--- src/rtl/ppfm_pkg.sv ---
package ppfm_pkg;
  // Port widths
  localparam int PPFM_AD_W = 6;
  localparam int PPFM_L_W = 6;
  localparam int PPFM_P_W = 6;
  localparam int PPFM_S_W = 4;
  localparam int PPFM_T_W = 4;
  localparam int PPFM_E_W = 2;
  localparam int PPFM_HC_W = 3;
  // Pin positions
  localparam int PPFM_PP_IRQ = 5;
  localparam int PPFM_PP_NMI = 1;
  localparam int PPFM_PP_OC0 = 0;
  localparam int PPFM_PP_OC2 = 2;
  localparam int PPFM_PS_TRIG_A = 2;
  localparam int PPFM_PS_TRIG_B = 3;
  localparam int PPFM_PT_CLKOUT = 2;
  localparam int PPFM_PT_CAP = 3;
  // Driver source select encodings
  localparam logic [1:0] PPFM_SEL_REG = 2'h0;
  localparam logic [1:0] PPFM_SEL_PWM = 2'h1;
  localparam logic [1:0] PPFM_SEL_ALT = 2'h2;
  localparam logic [1:0] PPFM_SEL_OC = 2'h3;
  // Reset values
  localparam logic [5:0] PPFM_RST_DIR6 = 6'h00;
  localparam logic [5:0] PPFM_RST_DIEN6 = 6'h00;
  localparam logic [3:0] PPFM_RST_PULL4 = 4'hf;
  // Glitch filter length in cycles
  localparam int PPFM_FILT_CYC = 3;
  typedef enum logic [1:0] {PPFM_IDLE, PPFM_ARMED, PPFM_LOCKED} ppfm_lock_t;
endpackage

--- src/rtl/ppfm_filter.sv ---
`timescale 1ns/1ps
module ppfm_filter import ppfm_pkg::*; #(
  parameter int LEN = PPFM_FILT_CYC
) (
  input wire logic core_clk,
  input wire logic resetn,
  input wire logic pin_in,
  input wire logic enable,
  output logic level,
  output logic fall
);
  typedef struct packed {
    logic [7:0] cnt;
    logic level;
    logic fall;
  } ppfm_flt_t;
  ppfm_flt_t st, next_st;
  always_comb begin
    next_st = st;
    next_st.fall = 1'b0;
    if (!enable || pin_in == st.level) begin
      next_st.cnt = 8'h00;
    end else if (st.cnt >= 8'(LEN - 1)) begin
      next_st.cnt = 8'h00;
      next_st.level = pin_in;
      next_st.fall = !pin_in;
    end else begin
      next_st.cnt = st.cnt + 8'h01;
    end
  end
  always_ff @(posedge core_clk or negedge resetn) begin
    if (!resetn) begin
      st <= '{cnt: 8'h00, level: 1'b1, fall: 1'b0};
    end else begin
      st <= next_st;
    end
  end
  assign level = st.level;
  assign fall = st.fall;
endmodule // ppfm_filter

--- src/rtl/ppfm_mux.sv ---
`timescale 1ns/1ps
// What this block does
// A routed function leaves its default pin; never two pins at once.
// Shared pin output comes from highest-priority enabled function.
// Inputs of a shared pin all see the pin level concurrently.
// Debug pin is mode-select input during reset, debug I/O afterwards.
// Trigger a from PWM4 pin, b from PWM5 pin, rerouteable; c,d unused.
// HV input buffers enabled only by port L enable bits, not ADC bits.
// Periodic-unit clock output drives timer port pin two when enabled.
// Analog/digital port input buffers are off after reset.
// Port L pins are input-only HV inputs with interrupt and wakeup.
// Port P pin 5 interrupt input outranks PWM, trigger and GPIO.
// Port P pins 0 and 2 give PWM, supply output and over-current flags.
// Port P pins have direction, pull enable and pull polarity bits; ports AD, S and T have direction bits but no pull bits.
// Port S pins have per-pin open-drain output mode.
// High-current port P pins have reduced-drive control.
// Ports AD, P, L have per-pin interrupt enable and flag bits.
// Interrupt pins are glitch filtered before setting flags.
// Serial 0 / line receive path can feed timer 1 capture channel 1.
// Driver inputs select PWM, timer compare, or own register bit.
// One control register enables port E and debug pin pulls.
// Control bits configure interrupt pin and enable free clock output.
// Routing bits write once in normal mode, any time in special mode.
// Output enable follows top enabled output function, else direction.
module ppfm_mux import ppfm_pkg::*; (
  input wire logic core_clk,
  input wire logic resetn,
  input wire logic special_mode,
  // Routing control
  input wire logic route_wr,
  input wire logic [1:0] hs0_sel,
  input wire logic [1:0] hs1_sel,
  input wire logic [1:0] ls0_sel,
  input wire logic [1:0] ls1_sel,
  input wire logic [1:0] ls2_sel,
  input wire logic pwm4_trigger_route_bit,
  input wire logic pwm5_trigger_route_bit,
  input wire logic capture_from_rx,
  output logic route_locked,
  // Peripheral sources
  input wire logic [7:0] pwm_out,
  input wire logic [1:0] oc0_out,
  input wire logic [1:0] oc1_out,
  input wire logic [1:0] hs_reg,
  input wire logic [2:0] ls_reg,
  input wire logic serial0_rx,
  input wire logic periodic_unit_clock_out,
  input wire logic periodic_clk_en,
  input wire logic free_running_clock_out,
  input wire logic free_clk_enable,
  // Driver inputs
  output logic [1:0] high_side_driver,
  output logic [1:0] low_side_driver,
  output logic second_low_side_driver,
  // Trigger and capture
  output logic adc_trigger_in_a,
  output logic adc_trigger_in_b,
  output logic adc_trigger_in_c,
  output logic adc_trigger_in_d,
  output logic timer1_capture_ch1,
  // Debug pin
  input wire logic debug_pin_in,
  input wire logic debug_out,
  input wire logic debug_oe,
  output logic debug_pin_out,
  output logic debug_pin_oen,
  output logic mode_select_input,
  output logic debug_rx,
  // Pull control for port E and debug pin
  input wire logic debug_pull_en,
  input wire logic port_e_pull_dn_en,
  output logic debug_pull_up,
  output logic [1:0] port_e_pull_dn,
  // Port P
  input wire logic [5:0] pp_in,
  input wire logic [5:0] pp_dout,
  input wire logic [5:0] pp_dir,
  input wire logic [5:0] pp_pull_en,
  input wire logic [5:0] pp_pull_dn,
  input wire logic [2:0] pp_reduced_drive,
  input wire logic [5:0] pp_int_en,
  input wire logic [5:0] pp_int_rise,
  input wire logic [5:0] pp_flag_clr,
  input wire logic [1:0] pp_ovc_det,
  input wire logic [1:0] pp_ovc_int_en,
  input wire logic [1:0] pp_ovc_clr,
  input wire logic [1:0] pp_supply_en,
  input wire logic irq_pin_enable,
  input wire logic irq_edge_mode,
  output logic [5:0] pp_out,
  output logic [5:0] pp_oen,
  output logic [5:0] pp_pull_on,
  output logic [5:0] pp_pull_up,
  output logic [2:0] pp_reduced,
  output logic [1:0] pp_supply_on,
  output logic [5:0] pp_data_in,
  output logic [5:0] pp_flag,
  output logic [1:0] pp_ovc_flag,
  output logic irq_request,
  output logic nonmaskable_interrupt_pin,
  // Port AD
  input wire logic [5:0] ad_in,
  input wire logic [5:0] ad_dout,
  input wire logic [5:0] ad_dir,
  input wire logic [5:0] ad_dien,
  input wire logic [5:0] ad_int_en,
  input wire logic [5:0] ad_int_rise,
  input wire logic [5:0] ad_flag_clr,
  output logic [5:0] ad_out,
  output logic [5:0] ad_oen,
  output logic [5:0] ad_data_in,
  output logic [5:0] ad_flag,
  // Port L, high-voltage inputs
  input wire logic [5:0] high_voltage_input,
  input wire logic [5:0] hv_input_digital_enable,
  input wire logic [5:0] adc_digital_enable_bits,
  input wire logic [5:0] pl_int_en,
  input wire logic [5:0] pl_int_rise,
  input wire logic [5:0] pl_flag_clr,
  output logic [5:0] pl_data_in,
  output logic [5:0] pl_flag,
  // Port S
  input wire logic [3:0] ps_in,
  input wire logic [3:0] ps_dout,
  input wire logic [3:0] ps_dir,
  input wire logic [3:0] ps_open_drain,
  input wire logic [1:0] serial1_tx,
  output logic [3:0] ps_out,
  output logic [3:0] ps_oen,
  output logic [3:0] ps_data_in,
  // Port T
  input wire logic [3:0] pt_in,
  input wire logic [3:0] pt_dout,
  input wire logic [3:0] pt_dir,
  output logic [3:0] pt_out,
  output logic [3:0] pt_oen,
  output logic [3:0] pt_data_in,
  output logic key_wakeup
);
  typedef struct packed {
    ppfm_lock_t lock;
    logic [1:0] hs0;
    logic [1:0] hs1;
    logic [1:0] ls0;
    logic [1:0] ls1;
    logic [1:0] ls2;
    logic trig_a_rt;
    logic trig_b_rt;
    logic cap_rx;
    logic mode_cap;
    logic [5:0] ad_f;
    logic [5:0] pl_f;
    logic [5:0] pp_f;
    logic [1:0] ovc_f;
    logic [5:0] ad_prev;
    logic [5:0] pl_prev;
    logic [5:0] pp_prev;
    logic [5:0] ad_dq;
    logic [5:0] pl_dq;
    logic [5:0] pp_dq;
  } ppfm_state_t;
  ppfm_state_t st, next_st;
  logic [17:0] raw_in;
  logic [17:0] flt_lvl;
  logic [17:0] flt_fall;
  logic [17:0] flt_en;
  logic [5:0] pl_dig;
  logic [5:0] ad_dig;
  logic pwm4_on_pp;
  logic pwm5_on_pp;
  logic pwm5_on_ls0;
  logic pwm4_on_hs1;
  logic oc11_on_hs1;

  assign pl_dig = high_voltage_input & hv_input_digital_enable;
  assign ad_dig = ad_in & ad_dien;
  assign raw_in = {pp_in, high_voltage_input, ad_in};
  // Pin 5 filter also runs for the interrupt input when that is enabled
  assign flt_en = {pp_int_en | {irq_pin_enable, 5'h00}, pl_int_en & hv_input_digital_enable,
    ad_int_en & ad_dien};

  genvar gi;
  generate
    for (gi = 0; gi < 18; gi++) begin : g_flt
      ppfm_filter #(.LEN(PPFM_FILT_CYC)) u_flt (
        .core_clk(core_clk),
        .resetn(resetn),
        .pin_in(raw_in[gi]),
        .enable(flt_en[gi]),
        .level(flt_lvl[gi]),
        .fall(flt_fall[gi])
      );
    end
  endgenerate

  // One route per function: moving a function clears its default pin
  assign pwm4_on_hs1 = (st.hs1 == PPFM_SEL_ALT);
  assign pwm5_on_ls0 = (st.ls0 == PPFM_SEL_ALT);
  assign pwm4_on_pp = !st.trig_a_rt && !pwm4_on_hs1;
  assign pwm5_on_pp = !st.trig_b_rt && !pwm5_on_ls0;
  assign oc11_on_hs1 = (st.hs1 == PPFM_SEL_OC);

  always_comb begin
    next_st = st;
    // Mode strap caught on the first edge after release
    next_st.mode_cap = 1'b1;
    // Route bits lock after first write unless in special mode
    if (route_wr && (special_mode || st.lock != PPFM_LOCKED)) begin
      next_st.hs0 = hs0_sel;
      next_st.hs1 = hs1_sel;
      next_st.ls0 = ls0_sel;
      next_st.ls1 = ls1_sel;
      next_st.ls2 = (hs1_sel == PPFM_SEL_OC && ls2_sel == PPFM_SEL_OC) ? PPFM_SEL_REG : ls2_sel;
      next_st.trig_a_rt = pwm4_trigger_route_bit;
      next_st.trig_b_rt = pwm5_trigger_route_bit;
      next_st.cap_rx = capture_from_rx;
      next_st.lock = special_mode ? PPFM_ARMED : PPFM_LOCKED;
    end
    next_st.ad_dq = ad_int_rise;
    next_st.pl_dq = pl_int_rise;
    next_st.pp_dq = pp_int_rise;
    next_st.ad_prev = flt_lvl[5:0];
    next_st.pl_prev = flt_lvl[11:6];
    next_st.pp_prev = flt_lvl[17:12];
    // Set wins over clear
    next_st.ad_f = (st.ad_f & ~ad_flag_clr) | (ad_int_en & ((flt_fall[5:0] & ~ad_int_rise) |
      (flt_lvl[5:0] & ~st.ad_prev & ad_int_rise)));
    next_st.pl_f = (st.pl_f & ~pl_flag_clr) | (pl_int_en & ((flt_fall[11:6] & ~pl_int_rise) |
      (flt_lvl[11:6] & ~st.pl_prev & pl_int_rise)));
    next_st.pp_f = (st.pp_f & ~pp_flag_clr) | (pp_int_en & ((flt_fall[17:12] & ~pp_int_rise) |
      (flt_lvl[17:12] & ~st.pp_prev & pp_int_rise)));
    next_st.ovc_f = (st.ovc_f & ~pp_ovc_clr) | pp_ovc_det;
  end

  always_ff @(posedge core_clk or negedge resetn) begin
    if (!resetn) begin
      st <= '0;
    end else begin
      st <= next_st;
    end
  end

  // Debug pin: input-only while in reset
  assign mode_select_input = debug_pin_in;
  assign debug_pin_out = debug_out;
  assign debug_pin_oen = !(resetn && st.mode_cap && debug_oe);
  assign debug_rx = debug_pin_in;
  assign debug_pull_up = debug_pull_en;
  assign port_e_pull_dn = {PPFM_E_W{port_e_pull_dn_en}};

  // Driver sources
  always_comb begin
    case (st.hs0)
      PPFM_SEL_PWM: high_side_driver[0] = pwm_out[3];
      PPFM_SEL_OC: high_side_driver[0] = oc1_out[0];
      default: high_side_driver[0] = hs_reg[0];
    endcase
    case (st.hs1)
      PPFM_SEL_PWM: high_side_driver[1] = pwm_out[1];
      PPFM_SEL_ALT: high_side_driver[1] = pwm_out[4];
      PPFM_SEL_OC: high_side_driver[1] = oc1_out[1];
      default: high_side_driver[1] = hs_reg[1];
    endcase
    case (st.ls0)
      PPFM_SEL_PWM: low_side_driver[0] = pwm_out[6];
      PPFM_SEL_ALT: low_side_driver[0] = pwm_out[5];
      PPFM_SEL_OC: low_side_driver[0] = oc0_out[0];
      default: low_side_driver[0] = ls_reg[0];
    endcase
    case (st.ls1)
      PPFM_SEL_PWM: low_side_driver[1] = pwm_out[7];
      PPFM_SEL_OC: low_side_driver[1] = oc0_out[1];
      default: low_side_driver[1] = ls_reg[1];
    endcase
    case (st.ls2)
      PPFM_SEL_PWM: second_low_side_driver = pwm_out[2];
      PPFM_SEL_OC: second_low_side_driver = oc11_on_hs1 ? ls_reg[2] : oc1_out[1];
      default: second_low_side_driver = ls_reg[2];
    endcase
  end

  // Port P output priority
  always_comb begin
    pp_out = pp_dout;
    pp_oen = ~pp_dir;
    if (pwm4_on_pp) begin
      pp_out[4] = pwm_out[4];
      pp_oen[4] = 1'b0;
    end
    if (pwm5_on_pp) begin
      pp_out[5] = pwm_out[5];
      pp_oen[5] = 1'b0;
    end
    if (irq_pin_enable) begin
      pp_oen[5] = 1'b1;
    end
    if (st.hs0 != PPFM_SEL_PWM) begin
      pp_out[3] = pwm_out[3];
      pp_oen[3] = 1'b0;
    end
    if (st.ls2 != PPFM_SEL_PWM) begin
      pp_out[2] = pwm_out[2];
      pp_oen[2] = 1'b0;
    end
    if (st.hs1 != PPFM_SEL_PWM) begin
      pp_out[1] = pwm_out[1];
      pp_oen[1] = 1'b0;
    end
    pp_out[0] = pwm_out[0];
    pp_oen[0] = 1'b0;
  end
  assign pp_pull_on = pp_pull_en;
  assign pp_pull_up = ~pp_pull_dn;
  assign pp_reduced = pp_reduced_drive;
  assign pp_supply_on = pp_supply_en & ~st.ovc_f;
  assign pp_data_in = pp_in;
  assign pp_flag = st.pp_f;
  assign pp_ovc_flag = st.ovc_f & pp_ovc_int_en;
  assign irq_request = irq_pin_enable && (irq_edge_mode ? flt_fall[12 + PPFM_PP_IRQ] :
    !flt_lvl[12 + PPFM_PP_IRQ]);
  assign nonmaskable_interrupt_pin = pp_in[PPFM_PP_NMI];

  // Port AD and L
  assign ad_out = ad_dout;
  assign ad_oen = ~ad_dir;
  assign ad_data_in = ad_dig;
  assign ad_flag = st.ad_f;
  assign pl_data_in = pl_dig;
  assign pl_flag = st.pl_f;
  assign key_wakeup = |{st.ad_f, st.pl_f, st.pp_f};
  // ADC bits for port L channels are deliberately not read
  logic unused_adc_dien;
  assign unused_adc_dien = ^adc_digital_enable_bits;

  // Port S: trigger reroute pins and open drain
  always_comb begin
    ps_out = ps_dout;
    ps_oen = ~ps_dir;
    ps_out[1] = serial1_tx[0];
    ps_oen[1] = 1'b0;
    ps_out[3] = free_clk_enable ? free_running_clock_out : serial1_tx[1];
    if (free_clk_enable) begin
      ps_oen[3] = 1'b0;
    end
    for (int i = 0; i < PPFM_S_W; i++) begin
      if (ps_open_drain[i] && ps_out[i]) begin
        ps_oen[i] = 1'b1;
      end
    end
  end
  assign ps_data_in = ps_in;
  assign adc_trigger_in_a = st.trig_a_rt ? ps_in[PPFM_PS_TRIG_A] : pp_in[4];
  assign adc_trigger_in_b = st.trig_b_rt ? ps_in[PPFM_PS_TRIG_B] : pp_in[5];
  assign adc_trigger_in_c = 1'b0;
  assign adc_trigger_in_d = 1'b0;

  // Port T
  always_comb begin
    pt_out = pt_dout;
    pt_oen = ~pt_dir;
    if (periodic_clk_en) begin
      pt_out[PPFM_PT_CLKOUT] = periodic_unit_clock_out;
      pt_oen[PPFM_PT_CLKOUT] = 1'b0;
    end
  end
  assign pt_data_in = pt_in;
  assign timer1_capture_ch1 = st.cap_rx ? serial0_rx : pt_in[PPFM_PT_CAP];
  assign route_locked = (st.lock == PPFM_LOCKED);
endmodule // ppfm_mux

--- config.mk ---
export PLATFORM = sky130hd
export DESIGN_NAME = ppfm_mux
export DESIGN_NICKNAME = d
export VERILOG_FILES = /design/src/rtl/ppfm_pkg.sv /design/src/rtl/ppfm_filter.sv /design/src/rtl/ppfm_mux.sv
export SDC_FILE = /design/constraint.sdc
export NUM_CORES = 1
export LEC_CHECK = 0
export ABC_AREA = 1
export ABC_CLOCK_PERIOD_IN_PS = 1500
export BUFFER_PORTS_ARGS = -buffer_cell sky130_fd_sc_hd__buf_2
export CAP_MARGIN = 15
export CORE_ASPECT_RATIO = 1.5
export CORE_MARGIN = 2
export CORE_UTILIZATION = 50
export DETAILED_ROUTE_END_ITERATION = 10
export PLACE_DENSITY = 0.82
export SLEW_MARGIN = 25
export SYNTH_ARGS = -nofsm -noshare
export SYNTH_HDL_FRONTEND = slang
export SYNTH_HIERARCHICAL = 1
export SYNTH_SLANG_ARGS = --single-unit
--- constraint.sdc ---
create_clock -name core_clk -period 1.5 [get_ports core_clk]
set_input_delay 0.45 -clock core_clk [delete_from_list [all_inputs] [get_ports core_clk]]
set_output_delay 0.45 -clock core_clk [all_outputs]
set_load 0.05 [all_outputs]
==> run_summary.xml, run 1 <==
<?xml version="1.0" encoding="UTF-8"?>
<metrics>
  <group name="outcome">
    <metric name="result_of_the_run" unit="">finished with violations</metric>
    <metric name="failed_checks" unit="">setup timing</metric>
  </group>
  <group name="die">
    <metric name="top_level_ports" unit="">337</metric>
    <metric name="floorplan.initialDensity" unit="%">51.0</metric>
    <metric name="placementRows" unit="">64</metric>
    <metric name="floorplan.die_area" unit="um^2">22000</metric>
    <metric name="coreArea" unit="um^2">20400</metric>
    <metric name="die_width" unit="um">122</metric>
    <metric name="fp.dieH" unit="um">181</metric>
  </group>
  <group name="sta">
    <metric name="unrepaired_setup_endpoints_after_global_routing" unit="">yes</metric>
    <metric name="final-setup-viol-count" unit="">41</metric>
    <metric name="worst_pin_slew" unit="ns">0.504</metric>
    <metric name="fin_ws" unit="ns">-0.512</metric>
    <metric name="final.setup_skew" unit="ns">0.0166</metric>
    <metric name="worst_max_slew_margin_expressed_relative_to_the_limit" unit="%">66.4</metric>
    <metric name="timing.final.hold_violations" unit="">0</metric>
    <metric name="highest_attainable_clock_frequency" unit="GHz">0.497</metric>
    <metric name="timing.final.max_slew_violations" unit="">0</metric>
    <metric name="shortest_clock_period_the_worst_path_allows_after_layout" unit="ns">2.01</metric>
    <metric name="final_min_period_over_clock_period" unit="%">134</metric>
  </group>
  <group name="pwr">
    <metric name="finalPower" unit="mW">17.3</metric>
    <metric name="share_seq_of_total_power" unit="%">43.8</metric>
    <metric name="leakagePower" unit="nW">7.49</metric>
    <metric name="power_report.internal_total" unit="mW">12.2</metric>
    <metric name="p_sw" unit="mW">5.16</metric>
    <metric name="sw_frac_of_total" unit="%">29.8</metric>
    <metric name="vdd_drop_max" unit="uV">941</metric>
    <metric name="cellPowerDensity" unit="nW/um^2">1270</metric>
    <metric name="clock_power_share" unit="%">34.3</metric>
    <metric name="comb_power_share" unit="%">21.9</metric>
  </group>
  <group name="worst_setup_path">
    <metric name="reg2reg_path_depth" unit="">7</metric>
    <metric name="arrival" unit="ns">1.56</metric>
    <metric name="setup.worst_path.end_class" unit="">output pin</metric>
    <metric name="crit_path_top_delay_cell" unit="">dfrtp_1</metric>
    <metric name="max_stage_delay" unit="ns">0.45</metric>
    <metric name="crit_path_cell_trace" unit="">buf_6 -&gt; mux2_4 -&gt; buf_8</metric>
    <metric name="worstPathRequired" unit="ns">1.05</metric>
    <metric name="timing.setup.critical_path_class" unit="">reg2out</metric>
    <metric name="worst_path_maximum_fanout" unit="">2</metric>
    <metric name="crit_path_start_kind" unit="">register</metric>
  </group>
  <group name="yosys">
    <metric name="seq_area_frac_synth" unit="%">56.5</metric>
    <metric name="synth_area" unit="um^2">10400</metric>
    <metric name="yosys_warnings" unit="">6</metric>
    <metric name="postSynthAreaPerCell" unit="um^2">8.95</metric>
    <metric name="synth.distinct_cells" unit="">30</metric>
    <metric name="postSynthRegisterBits" unit="">234</metric>
    <metric name="netlist_top_cells_area" unit="">dfrtp_1 (52%), nand2_1 (9.8%), nor2_1 (6.6%)</metric>
    <metric name="fraction_of_post_synthesis_cell_area_in_the_top_cell_type_by_area" unit="%">51.9</metric>
    <metric name="synth_largest_area_cell" unit="">dfrtp_1</metric>
    <metric name="syn_inst_count" unit="">1163</metric>
  </group>
  <group name="flow_run">
    <metric name="max_cap_viol_count" unit="">0</metric>
  </group>
  <group name="routing">
    <metric name="drc_errors" unit="">0</metric>
    <metric name="routedWlPerCell" unit="um">13.2</metric>
    <metric name="vias_per_cell" unit="">4.53</metric>
    <metric name="detailedRoute.firstIterationViolations" unit="">241</metric>
    <metric name="drt.antenna.violating_nets" unit="">0</metric>
    <metric name="wl_met3" unit="mm">1.32</metric>
    <metric name="drt_first_pass_iters" unit="">4</metric>
    <metric name="route.vias.total" unit="">8050</metric>
    <metric name="met2RoutedLength" unit="mm">12.9</metric>
    <metric name="wirelength_met1" unit="mm">7.92</metric>
    <metric name="wl" unit="mm">23.4</metric>
    <metric name="highest_layer" unit="">met4</metric>
  </group>
  <group name="min_path">
    <metric name="min_delay_path_depth" unit="">2</metric>
    <metric name="min_path_type" unit="">in2reg</metric>
  </group>
  <group name="clock_network">
    <metric name="cts_sinks" unit="">234</metric>
    <metric name="cts_tree" unit="">done</metric>
    <metric name="clock_tree.buffer_depth" unit="">3</metric>
    <metric name="root_buffer" unit="">clkbuf_16</metric>
    <metric name="clkSlewWorstSetupHoldPaths" unit="ns">0.06</metric>
    <metric name="cts_buffers" unit="">23</metric>
    <metric name="cts.htree.levels" unit="">1</metric>
    <metric name="clock_network_latency_to_the_later_pin_of_the_worst_skew_pair" unit="ns">0.51</metric>
  </group>
  <group name="placed_design">
    <metric name="port_buffer_cells" unit="">264</metric>
    <metric name="dp_hpwl" unit="mm">16.7</metric>
    <metric name="gp_routability_congestion" unit="">0.844</metric>
    <metric name="pre_cts_ws" unit="ns">-0.111</metric>
  </group>
  <group name="global_route">
    <metric name="antenna_violations_before_repair" unit="">3</metric>
    <metric name="via_count_of_the_first_global_routing_pass" unit="">8252</metric>
    <metric name="maximum_number_of_pins_on_one_net_before_global_route_repair" unit="">98</metric>
    <metric name="grt_remaining_overflow" unit="">0</metric>
    <metric name="grt_first_pass_wirelength" unit="mm">36.7</metric>
    <metric name="globalRouteTotalUtil" unit="%">21.0</metric>
  </group>
  <group name="cells_and_area">
    <metric name="post_route_cells_drive_above_1_share" unit="%">30.9</metric>
    <metric name="finish.net_count" unit="">1741</metric>
    <metric name="most-common-layout-cells" unit="">nand2_1 (258), dfrtp_1 (214), buf_2 (214), nor2_1 (171), inv_1 (160)</metric>
    <metric name="mostFrequentLayoutCell" unit="">nand2_1</metric>
    <metric name="synthToLayoutAreaGrowth" unit="%">30.8</metric>
  </group>
</metrics>
state kept, by name, summed over array words and instances (netlist names):
signal / count
g_flt.u_flt/st: 144
st: 36
g_flt.u_flt/fall: 18
g_flt.u_flt/level: 18
ad_flag: 6
pl_flag: 6
pp_flag: 6
metal layers:
metal / GRT usage [%] / up-vias
met4: 9.98 / 0
met2: 40.0 / 216
met5: 0 / -
met1: 21.2 / 3750
li1: - / 3995
met3: 4.17 / 89
power groups by stage:
stage	Sequential [mW]	Combinational, mW	Clock (mW)
6_report	7.59	3.80	5.94
5_1_grt	7.67	4.12	6.37
4_1_cts	7.56	3.66	6.11
3_5_place_dp	7.64	3.19	0
3_3_place_gp	7.61	3.12	0
2_1_floorplan	7.54	2.49	0
cell families after synthesis:
logic type	after synthesis	synth area share [%]
fa+ha+maj	36	4.33
flops	234	56.5
simple gates	560	22.8
xor+xnor	18	1.51
other cells	20	0.721
compound gates	52	2.68
mux	3	0.325
buf+inv	240	11.2
synth_stat cells:
cell type  count
nand2_1      273
dfrtp_1      216
nor2_1       184
inv_1        172
buf_4         64
nand3_1       51
ha_1          36
o21ai_0       22
conb_1        20
nand3_2       19
dfstp_2       18
nor2_2        18
o21ai_1       18
xnor2_1       18
or2_2          7
nand2_2        4
a21oi_1        3
mux2_2         3
o21bai_1       3
a31oi_1        2
nand4_1        2
o21a_1         2
buf_2          1
buf_6          1
clkbuf_8       1
inv_4          1
nand2_4        1
nor3_1         1
o211ai_1       1
o22ai_1        1
worst max-delay path, delay by kind of cell (launching register included):
kind     cells  cell delay (ns)
flops        1             0.45
buf+inv      2             0.31
mux          1             0.31
what timing repair did:
action                                  CTS  global route
buffers inserted                          9             5
endpoints found under the setup margin   46            46
endpoints found under the hold margin    37             0
pin swaps                                15            17
hold buffers                              1             0
resized for setup                       150            39
worst paths after layout:
check,from,to,slack [ns]
setup / recovery,st[58],adc_trigger_in_b,-0.51
setup reg to reg,g_flt[1].u_flt/st[2],g_flt[1].u_flt/st[4],0.26
max in group asynchronous,resetn,g_flt[2].u_flt/level,0.13
hold reg to reg,g_flt[14].u_flt/level,st[20],0.43
min in group asynchronous,resetn,g_flt[14].u_flt/st[2],0.55
hold / removal,pp_ovc_clr[1],st[37],0.13
cell type report:
cell class | instances | area, um^2
antenna | 3 | 7.51
clock buffer | 32 | 669
clock inverter | 10 | 131
fill | 1547 | 6810
inverter | 173 | 657
multi-input combinational | 763 | 3880
sequential | 234 | 5880
tap | 264 | 330
timing repair buffer | 297 | 2060
stage by stage:
step | cells | util (%) | hold slack, ns | area [um^2] | setup TNS [ns]
finish | 1776 | 66.7 | 0.129 | 13600 | -9.39
global route | 1775 | 66.7 | 0.113 | 13600 | -11.90
CTS | 1770 | 65.9 | 0.107 | 13400 | -9.70
detailed placement | 1721 | 59.4 | 0.419 | 12100 | -0.314
global placement | 1721 | 59.4 | 0.418 | 12100 | -0.255
floorplan | 1237 | - | 0.154 | 10800 | -0.232
Note: power is estimated with default switching activity, not from simulation.
==> run 2: changes to the inputs <==
==> constraint.sdc (replaced) <==
create_clock -name core_clk -period 1.5 [get_ports core_clk]
set_input_delay 0.45 -clock core_clk [delete_from_list [all_inputs] [get_ports core_clk]]
set_output_delay 0.45 -clock core_clk [all_outputs]
set_load 0.005 [all_outputs]
==> run_summary.xml, run 2 (synthesized netlist as in run 1, its figures left out) <==
<?xml version="1.0" encoding="UTF-8"?>
<metrics>
  <group name="routing">
    <metric name="routedWlPerCell" unit="um">11.9</metric>
    <metric name="route.vias.total" unit="">7921</metric>
    <metric name="drt_first_pass_iters" unit="">4</metric>
    <metric name="drt.antenna.violating_nets" unit="">0</metric>
    <metric name="wl" unit="mm">21.1</metric>
    <metric name="drc_errors" unit="">0</metric>
    <metric name="vias_per_cell" unit="">4.47</metric>
    <metric name="detailedRoute.firstIterationViolations" unit="">255</metric>
  </group>
  <group name="worst_setup_path">
    <metric name="endpoint" unit="">key_wakeup</metric>
    <metric name="crit_path_start_kind" unit="">register</metric>
    <metric name="worst_reg2reg_path_startpoint" unit="">st[71]</metric>
    <metric name="worst_path_maximum_fanout" unit="">2</metric>
    <metric name="timing.reg2reg.setup_slack" unit="ns">0.27</metric>
    <metric name="reg2reg_path_depth" unit="">7</metric>
    <metric name="timing.setup.critical_path_class" unit="">reg2out</metric>
    <metric name="worst_setup_path_startpoint" unit="">ad_flag[5]</metric>
    <metric name="setup.worst_path.end_class" unit="">output pin</metric>
    <metric name="worstPathRequired" unit="ns">1.05</metric>
    <metric name="arrival" unit="ns">1.51</metric>
    <metric name="critical_path.reg2reg.endpoint" unit="">st[67]</metric>
  </group>
  <group name="die">
    <metric name="die_width" unit="um">122</metric>
    <metric name="top_level_ports" unit="">337</metric>
    <metric name="coreArea" unit="um^2">20400</metric>
    <metric name="placementRows" unit="">64</metric>
    <metric name="fp.dieH" unit="um">181</metric>
    <metric name="floorplan.die_area" unit="um^2">22000</metric>
    <metric name="floorplan.initialDensity" unit="%">51.0</metric>
  </group>
  <group name="clock_network">
    <metric name="cts.htree.levels" unit="">1</metric>
    <metric name="clkSlewWorstSetupHoldPaths" unit="ns">0.07</metric>
    <metric name="cts_tree" unit="">done</metric>
    <metric name="cts_buffers" unit="">22</metric>
    <metric name="root_buffer" unit="">clkbuf_16</metric>
    <metric name="clock_network_latency_to_the_later_pin_of_the_worst_skew_pair" unit="ns">0.50</metric>
    <metric name="cts_sinks" unit="">234</metric>
    <metric name="clock_tree.buffer_depth" unit="">3</metric>
  </group>
  <group name="global_route">
    <metric name="antenna_violations_before_repair" unit="">2</metric>
    <metric name="grt_use_met3" unit="%">3.91</metric>
    <metric name="maximum_number_of_pins_on_one_net_before_global_route_repair" unit="">52</metric>
    <metric name="grt_remaining_overflow" unit="">0</metric>
    <metric name="grt_first_pass_wirelength" unit="mm">34.1</metric>
    <metric name="met1_usage" unit="%">18.6</metric>
    <metric name="grt-busiest-layer" unit="">met2</metric>
    <metric name="via_count_of_the_first_global_routing_pass" unit="">7895</metric>
    <metric name="groute.layer.met2.usage" unit="%">38.3</metric>
    <metric name="globalRouteTotalUtil" unit="%">19.2</metric>
  </group>
  <group name="placed_design">
    <metric name="inst_count_dp" unit="">1718</metric>
    <metric name="gp_routability_congestion" unit="">0.805</metric>
    <metric name="port_buffer_cells" unit="">264</metric>
    <metric name="placedInstanceArea" unit="um^2">12000</metric>
    <metric name="dp_hpwl" unit="mm">15.7</metric>
    <metric name="pre_cts_ws" unit="ns">-0.183</metric>
  </group>
  <group name="outcome">
    <metric name="failed_checks" unit="">setup timing</metric>
    <metric name="result_of_the_run" unit="">finished with violations</metric>
  </group>
  <group name="sta">
    <metric name="final_min_period_over_clock_period" unit="%">130</metric>
    <metric name="totalNegativeSetupSlack" unit="ns">-7.03</metric>
    <metric name="shortest_clock_period_the_worst_path_allows_after_layout" unit="ns">1.96</metric>
    <metric name="final.setup_skew" unit="ns">0.0159</metric>
    <metric name="timing.final.hold_violations" unit="">0</metric>
    <metric name="unrepaired_setup_endpoints_after_global_routing" unit="">yes</metric>
    <metric name="timing.final.max_slew_violations" unit="">0</metric>
    <metric name="highest_attainable_clock_frequency" unit="GHz">0.511</metric>
    <metric name="final-setup-viol-count" unit="">36</metric>
    <metric name="fin_ws" unit="ns">-0.457</metric>
  </group>
  <group name="cells_and_area">
    <metric name="largest-register" unit="">g_flt.u_flt/st</metric>
    <metric name="final_cell_area" unit="um^2">13100</metric>
    <metric name="antenna-diode-count" unit="">0</metric>
    <metric name="post_route_cells_drive_above_1_share" unit="%">29.4</metric>
    <metric name="fillers" unit="">1641</metric>
    <metric name="finalNonFillerCells" unit="">1773</metric>
    <metric name="finish.net_count" unit="">1742</metric>
    <metric name="synthToLayoutAreaGrowth" unit="%">25.9</metric>
    <metric name="most-common-layout-cells" unit="">nand2_1 (266), buf_2 (253), dfrtp_1 (212), nor2_1 (176), inv_1 (161)</metric>
    <metric name="largest_reg_flops" unit="">144</metric>
    <metric name="mostFrequentLayoutCell" unit="">nand2_1</metric>
    <metric name="reg_top3" unit="">g_flt.u_flt/st: 144 flops, st: 36 flops</metric>
    <metric name="finalCoreUtilization" unit="%">64.2</metric>
  </group>
  <group name="pwr">
    <metric name="clock_power_share" unit="%">34.4</metric>
    <metric name="comb_power_share" unit="%">16.2</metric>
    <metric name="leakagePower" unit="nW">7.34</metric>
    <metric name="power_report.internal_total" unit="mW">11.3</metric>
    <metric name="vdd_drop_max" unit="uV">843</metric>
    <metric name="sw_frac_of_total" unit="%">26.3</metric>
    <metric name="share_seq_of_total_power" unit="%">49.3</metric>
    <metric name="cellPowerDensity" unit="nW/um^2">1170</metric>
    <metric name="p_sw" unit="mW">4.04</metric>
  </group>
  <group name="flow_run">
    <metric name="max_cap_viol_count" unit="">0</metric>
  </group>
  <group name="min_path">
    <metric name="min_path_type" unit="">in2reg</metric>
  </group>
</metrics>
-- run 2: repair_timing --
item	CTS	global route
pin swaps	14	13
setup endpoints to repair	35	38
hold buffers	1	0
setup buffers	12	11
endpoints found under the hold margin	41	0
gates cloned	0	0
gates resized for setup	54	25
-- run 2: layout make-up --
| class | instances | area, um^2 | share of cell area [%] |
|---|---|---|---|
| clock buffer | 32 | 659 | 5.03 |
| multi-input combinational | 763 | 3770 | 28.8 |
| sequential | 234 | 5880 | 44.9 |
| tap | 264 | 330 | 2.52 |
| timing repair buffer | 299 | 1760 | 13.4 |
| clock inverter | 8 | 46.3 | 0.353 |
| inverter | 173 | 654 | 4.99 |
-- run 2: routing by layer --
layer	up-vias	part of all wire, %
met4	2	2.8
met3	58	6.3
met2	238	56
met1	3643	35
met5	-	0.062
li1	3980	-
-- run 2: worst max-delay path, stage by stage (launching register included) --
cell and delay, ns:
dfrtp_1 0.40, inv_2 0.08, nand2_4 0.06, nor3_4 0.19, nand3_2 0.14, buf_2 0.15
-- run 2: worst min-delay path by stage --
stage	startpoint	to	cells after the start
final	pp_ovc_clr[1]	st[37]	2
after global routing	pp_ovc_clr[0]	st[36]	2
after CTS	pp_ovc_clr[1]	st[37]	2
after detailed placement	g_flt[17].u_flt/level	st[23]	0
after global placement	g_flt[17].u_flt/level	st[23]	0
after floorplan	resetn	ad_flag[0]	0
-- run 2: power groups by stage --
stage / clock (mW) / combinational (mW) / sequential [mW]
4_1_cts: 5.47 / 2.42 / 7.56
6_report: 5.29 / 2.49 / 7.58
3_3_place_gp: 0 / 2.10 / 7.61
5_1_grt: 5.77 / 2.83 / 7.66
3_5_place_dp: 0 / 2.17 / 7.65
2_1_floorplan: 0 / 1.37 / 7.53
-- run 2: metrics by stage --
| step | hold WS, ns | power (mW) |
|---|---|---|
| final | 0.124 | 15.4 |
| after global routing | 0.123 | 16.3 |
| after CTS | 0.0983 | 15.5 |
| after detailed placement | 0.418 | 9.82 |
| after global placement | 0.416 | 9.71 |
| after floorplan | 0.154 | 8.90 |
==> run 3: changes to the inputs <==
--- a/config.mk
+++ b/config.mk
@@ -5,7 +5,7 @@
 export SDC_FILE = /design/constraint.sdc
 export NUM_CORES = 1
 export LEC_CHECK = 0
-export ABC_AREA = 1
+export ABC_AREA = 0
 export ABC_CLOCK_PERIOD_IN_PS = 1500
 export BUFFER_PORTS_ARGS = -buffer_cell sky130_fd_sc_hd__buf_2
 export CAP_MARGIN = 15
@@ -13,7 +13,8 @@
 export CORE_MARGIN = 2
 export CORE_UTILIZATION = 50
 export DETAILED_ROUTE_END_ITERATION = 10
-export PLACE_DENSITY = 0.82
+export PLACE_DENSITY = 0.83
+export REMOVE_ABC_BUFFERS = 1
 export SLEW_MARGIN = 25
 export SYNTH_ARGS = -nofsm -noshare
 export SYNTH_HDL_FRONTEND = slang
==> run_summary.xml, run 3 <==
<?xml version="1.0" encoding="UTF-8"?>
<metrics>
  <group name="cells_and_area">
    <metric name="synthToLayoutAreaGrowth" unit="%">35.8</metric>
    <metric name="mostFrequentLayoutCell" unit="">buf_2</metric>
    <metric name="reg_top3" unit="">g_flt.u_flt/st: 144 flops, st: 36 flops</metric>
    <metric name="largest_reg_flops" unit="">144</metric>
    <metric name="fillers" unit="">1395</metric>
    <metric name="most-common-layout-cells" unit="">buf_2 (242), dfrtp_1 (210), conb_1 (94), buf_4 (60), nor2_1 (59)</metric>
    <metric name="post_route_cells_drive_above_1_share" unit="%">43.7</metric>
    <metric name="finish.net_count" unit="">1420</metric>
    <metric name="largest-register" unit="">g_flt.u_flt/st</metric>
    <metric name="finalNonFillerCells" unit="">1448</metric>
  </group>
  <group name="placed_design">
    <metric name="port_buffer_cells" unit="">264</metric>
    <metric name="dp_hpwl" unit="mm">15.3</metric>
    <metric name="inst_count_dp" unit="">1354</metric>
    <metric name="gp_routability_congestion" unit="">0.733</metric>
  </group>
  <group name="die">
    <metric name="placementRows" unit="">63</metric>
    <metric name="coreArea" unit="um^2">19600</metric>
    <metric name="floorplan.die_area" unit="um^2">21000</metric>
    <metric name="floorplan.initialDensity" unit="%">50.6</metric>
    <metric name="top_level_ports" unit="">337</metric>
    <metric name="fp.dieH" unit="um">177</metric>
    <metric name="die_width" unit="um">119</metric>
  </group>
  <group name="worst_setup_path">
    <metric name="critical_path.reg2reg.endpoint" unit="">g_flt[11].u_flt/level</metric>
    <metric name="crit_path_top_delay_cell" unit="">or4_1</metric>
    <metric name="arrival" unit="ns">1.92</metric>
    <metric name="worstPathRequired" unit="ns">1.05</metric>
    <metric name="timing.reg2reg.setup_slack" unit="ns">-0.01</metric>
    <metric name="worst_setup_path_startpoint" unit="">pl_flag[0]</metric>
    <metric name="reg2reg_path_depth" unit="">4</metric>
    <metric name="crit_path_start_kind" unit="">register</metric>
    <metric name="worst_reg2reg_path_startpoint" unit="">g_flt[11].u_flt/st[3]</metric>
    <metric name="setup.worst_path.end_class" unit="">output pin</metric>
    <metric name="crit_path_cell_trace" unit="">nor4_2 -&gt; buf_4 -&gt; nand3_2 -&gt; or4_1 -&gt; buf_2</metric>
    <metric name="worst_path_maximum_fanout" unit="">2</metric>
    <metric name="timing.setup.critical_path_class" unit="">reg2out</metric>
    <metric name="max_stage_delay" unit="ns">0.40</metric>
  </group>
  <group name="global_route">
    <metric name="grt_remaining_overflow" unit="">0</metric>
    <metric name="grt_first_pass_wirelength" unit="mm">32.9</metric>
    <metric name="globalRouteTotalUtil" unit="%">19.7</metric>
    <metric name="via_count_of_the_first_global_routing_pass" unit="">7018</metric>
    <metric name="maximum_number_of_pins_on_one_net_before_global_route_repair" unit="">64</metric>
    <metric name="antenna_violations_before_repair" unit="">3</metric>
  </group>
  <group name="yosys">
    <metric name="netlist_top_cells_count" unit="">dfrtp_1 (216), buf_4 (64), nor2_1 (61)</metric>
    <metric name="yosys.cell_count.top_type" unit="">dfrtp_1</metric>
    <metric name="seq_area_frac_synth" unit="%">59.1</metric>
    <metric name="synth_area" unit="um^2">9940</metric>
    <metric name="synth_ff_type" unit="">dfrtp_1</metric>
    <metric name="post_synth_edffs" unit="">0</metric>
    <metric name="syn_inst_count" unit="">786</metric>
    <metric name="synth_largest_area_cell" unit="">dfrtp_1</metric>
    <metric name="postSynthRegisterBits" unit="">234</metric>
    <metric name="yosys_warnings" unit="">6</metric>
    <metric name="synth.distinct_cells" unit="">34</metric>
    <metric name="fraction_of_post_synthesis_cell_area_in_the_top_cell_type_by_area" unit="%">54.4</metric>
    <metric name="postSynth.asyncResetShare" unit="%">100</metric>
    <metric name="postSynthAreaPerCell" unit="um^2">12.6</metric>
    <metric name="netlist_top_cells_area" unit="">dfrtp_1 (54%), buf_4 (4.8%), dfstp_2 (4.8%)</metric>
  </group>
  <group name="sta">
    <metric name="totalNegativeSetupSlack" unit="ns">-9.74</metric>
    <metric name="unrepaired_setup_endpoints_after_global_routing" unit="">yes</metric>
    <metric name="final_min_period_over_clock_period" unit="%">158</metric>
    <metric name="worst_hold_slack" unit="ns">0.136</metric>
    <metric name="final.setup_skew" unit="ns">0.00999</metric>
    <metric name="final-setup-viol-count" unit="">41</metric>
    <metric name="fin_ws" unit="ns">-0.866</metric>
    <metric name="shortest_clock_period_the_worst_path_allows_after_layout" unit="ns">2.37</metric>
    <metric name="timing.final.max_slew_violations" unit="">0</metric>
    <metric name="highest_attainable_clock_frequency" unit="GHz">0.423</metric>
    <metric name="timing.final.hold_violations" unit="">0</metric>
  </group>
  <group name="routing">
    <metric name="drc_errors" unit="">0</metric>
    <metric name="routedWlPerCell" unit="um">14.8</metric>
    <metric name="drt_first_pass_iters" unit="">4</metric>
    <metric name="drt.antenna.violating_nets" unit="">0</metric>
    <metric name="vias_per_cell" unit="">4.75</metric>
    <metric name="detailedRoute.firstIterationViolations" unit="">202</metric>
    <metric name="route.vias.total" unit="">6881</metric>
    <metric name="wl" unit="mm">21.5</metric>
  </group>
  <group name="pwr">
    <metric name="leakagePower" unit="nW">6.79</metric>
    <metric name="vdd_drop_max" unit="uV">987</metric>
    <metric name="cellPowerDensity" unit="nW/um^2">1120</metric>
    <metric name="finalPower" unit="mW">15.1</metric>
  </group>
  <group name="clock_network">
    <metric name="cts_sinks" unit="">234</metric>
    <metric name="clkSlewWorstSetupHoldPaths" unit="ns">0.07</metric>
    <metric name="cts.htree.levels" unit="">1</metric>
    <metric name="root_buffer" unit="">clkbuf_16</metric>
    <metric name="clock_tree.buffer_depth" unit="">3</metric>
    <metric name="cts_buffers" unit="">22</metric>
    <metric name="cts_tree" unit="">done</metric>
    <metric name="clock_network_latency_to_the_later_pin_of_the_worst_skew_pair" unit="ns">0.49</metric>
  </group>
  <group name="outcome">
    <metric name="failed_checks" unit="">setup timing</metric>
    <metric name="result_of_the_run" unit="">finished with violations</metric>
  </group>
  <group name="flow_run">
    <metric name="max_cap_viol_count" unit="">0</metric>
  </group>
  <group name="min_path">
    <metric name="min_path_type" unit="">in2reg</metric>
    <metric name="whs_endpoint" unit="">st[37]</metric>
    <metric name="hold_path_startpoint" unit="">pp_ovc_det[1]</metric>
    <metric name="min_delay_path_depth" unit="">2</metric>
  </group>
</metrics>
-- run 3: cells by family (layout without fill, tap and decap cells) --
| kind of cell | Yosys count | count (layout) | share of synthesized area [%] |
|---|---|---|---|
| flip-flops | 234 | 234 | 59.1 |
| AND/OR/NAND/NOR | 220 | 220 | 15.1 |
| adder cells (fa/ha/maj) | 36 | 36 | 4.53 |
| multiplexers | 46 | 46 | 5.41 |
| other | 20 | 95 | 0.755 |
| XOR/XNOR | 36 | 36 | 3.17 |
| buffers and inverters | 123 | 450 | 7.14 |
| AO/OA/AOI/OAI | 71 | 71 | 4.72 |
-- run 3: repair_timing --
action,CTS,global route
endpoints found under the hold margin,39,0
setup buffers,20,43
resized for setup,69,58
hold buffers,1,0
endpoints found under the setup margin,44,62
pin swaps,16,29
-- run 3: final cells by class --
class                   count  area [um^2]  share of cell area, %
clock inverters            12          196                   1.46
clock buffers              28          634                   4.70
well taps                 260          325                   2.41
inverters                  58          220                   1.63
flip-flops and latches    234         5890                   43.6
repair buffers            352         2270                   16.8
diodes                      1         2.50                 0.0185
multi-input cells         503         3960                   29.4
-- run 3: layer usage --
metal  track usage [%]  up-vias  share of wire (%)
met4              5.36        6                2.8
met1              20.3     3319                 34
met5              2.88        -               0.36
li1                  -     3242                  -
met2              37.3      253                 54
met3              6.70       61                8.6
-- run 3: critical path, delay by kind of cell, from the launching register on --
family	cells	cell delay [ns]
flops	1	0.39
buf+inv	2	0.30
simple gates	3	0.75
-- run 3: power by group --
group / leakage (nW) / switching (mW) / internal [mW]
combinational: 3.49 / 0.811 / 1.12
sequential: 2.89 / 0.278 / 6.76
clock: 0.412 / 2.29 / 3.87
total: 6.79 / 3.38 / 11.8
-- run 3: stage by stage --
stage	instance area [um^2]	setup WS (ns)	util, %
after floorplan	9730	-0.0921	-
after global placement	11700	-0.394	59.7
after detailed placement	11700	-0.437	59.7
after CTS	13000	-0.910	66.0
after global routing	13500	-0.980	68.8
final	13500	-0.866	68.8
-- run 3: worst max path at each step --
stage	end	slack, ns	cells after the start
4_1_cts	key_wakeup	-0.91	5
3_3_place_gp	key_wakeup	-0.39	5
6_report	key_wakeup	-0.87	5
5_1_grt	key_wakeup	-0.98	5
2_1_floorplan	key_wakeup	-0.09	3
3_5_place_dp	key_wakeup	-0.44	5
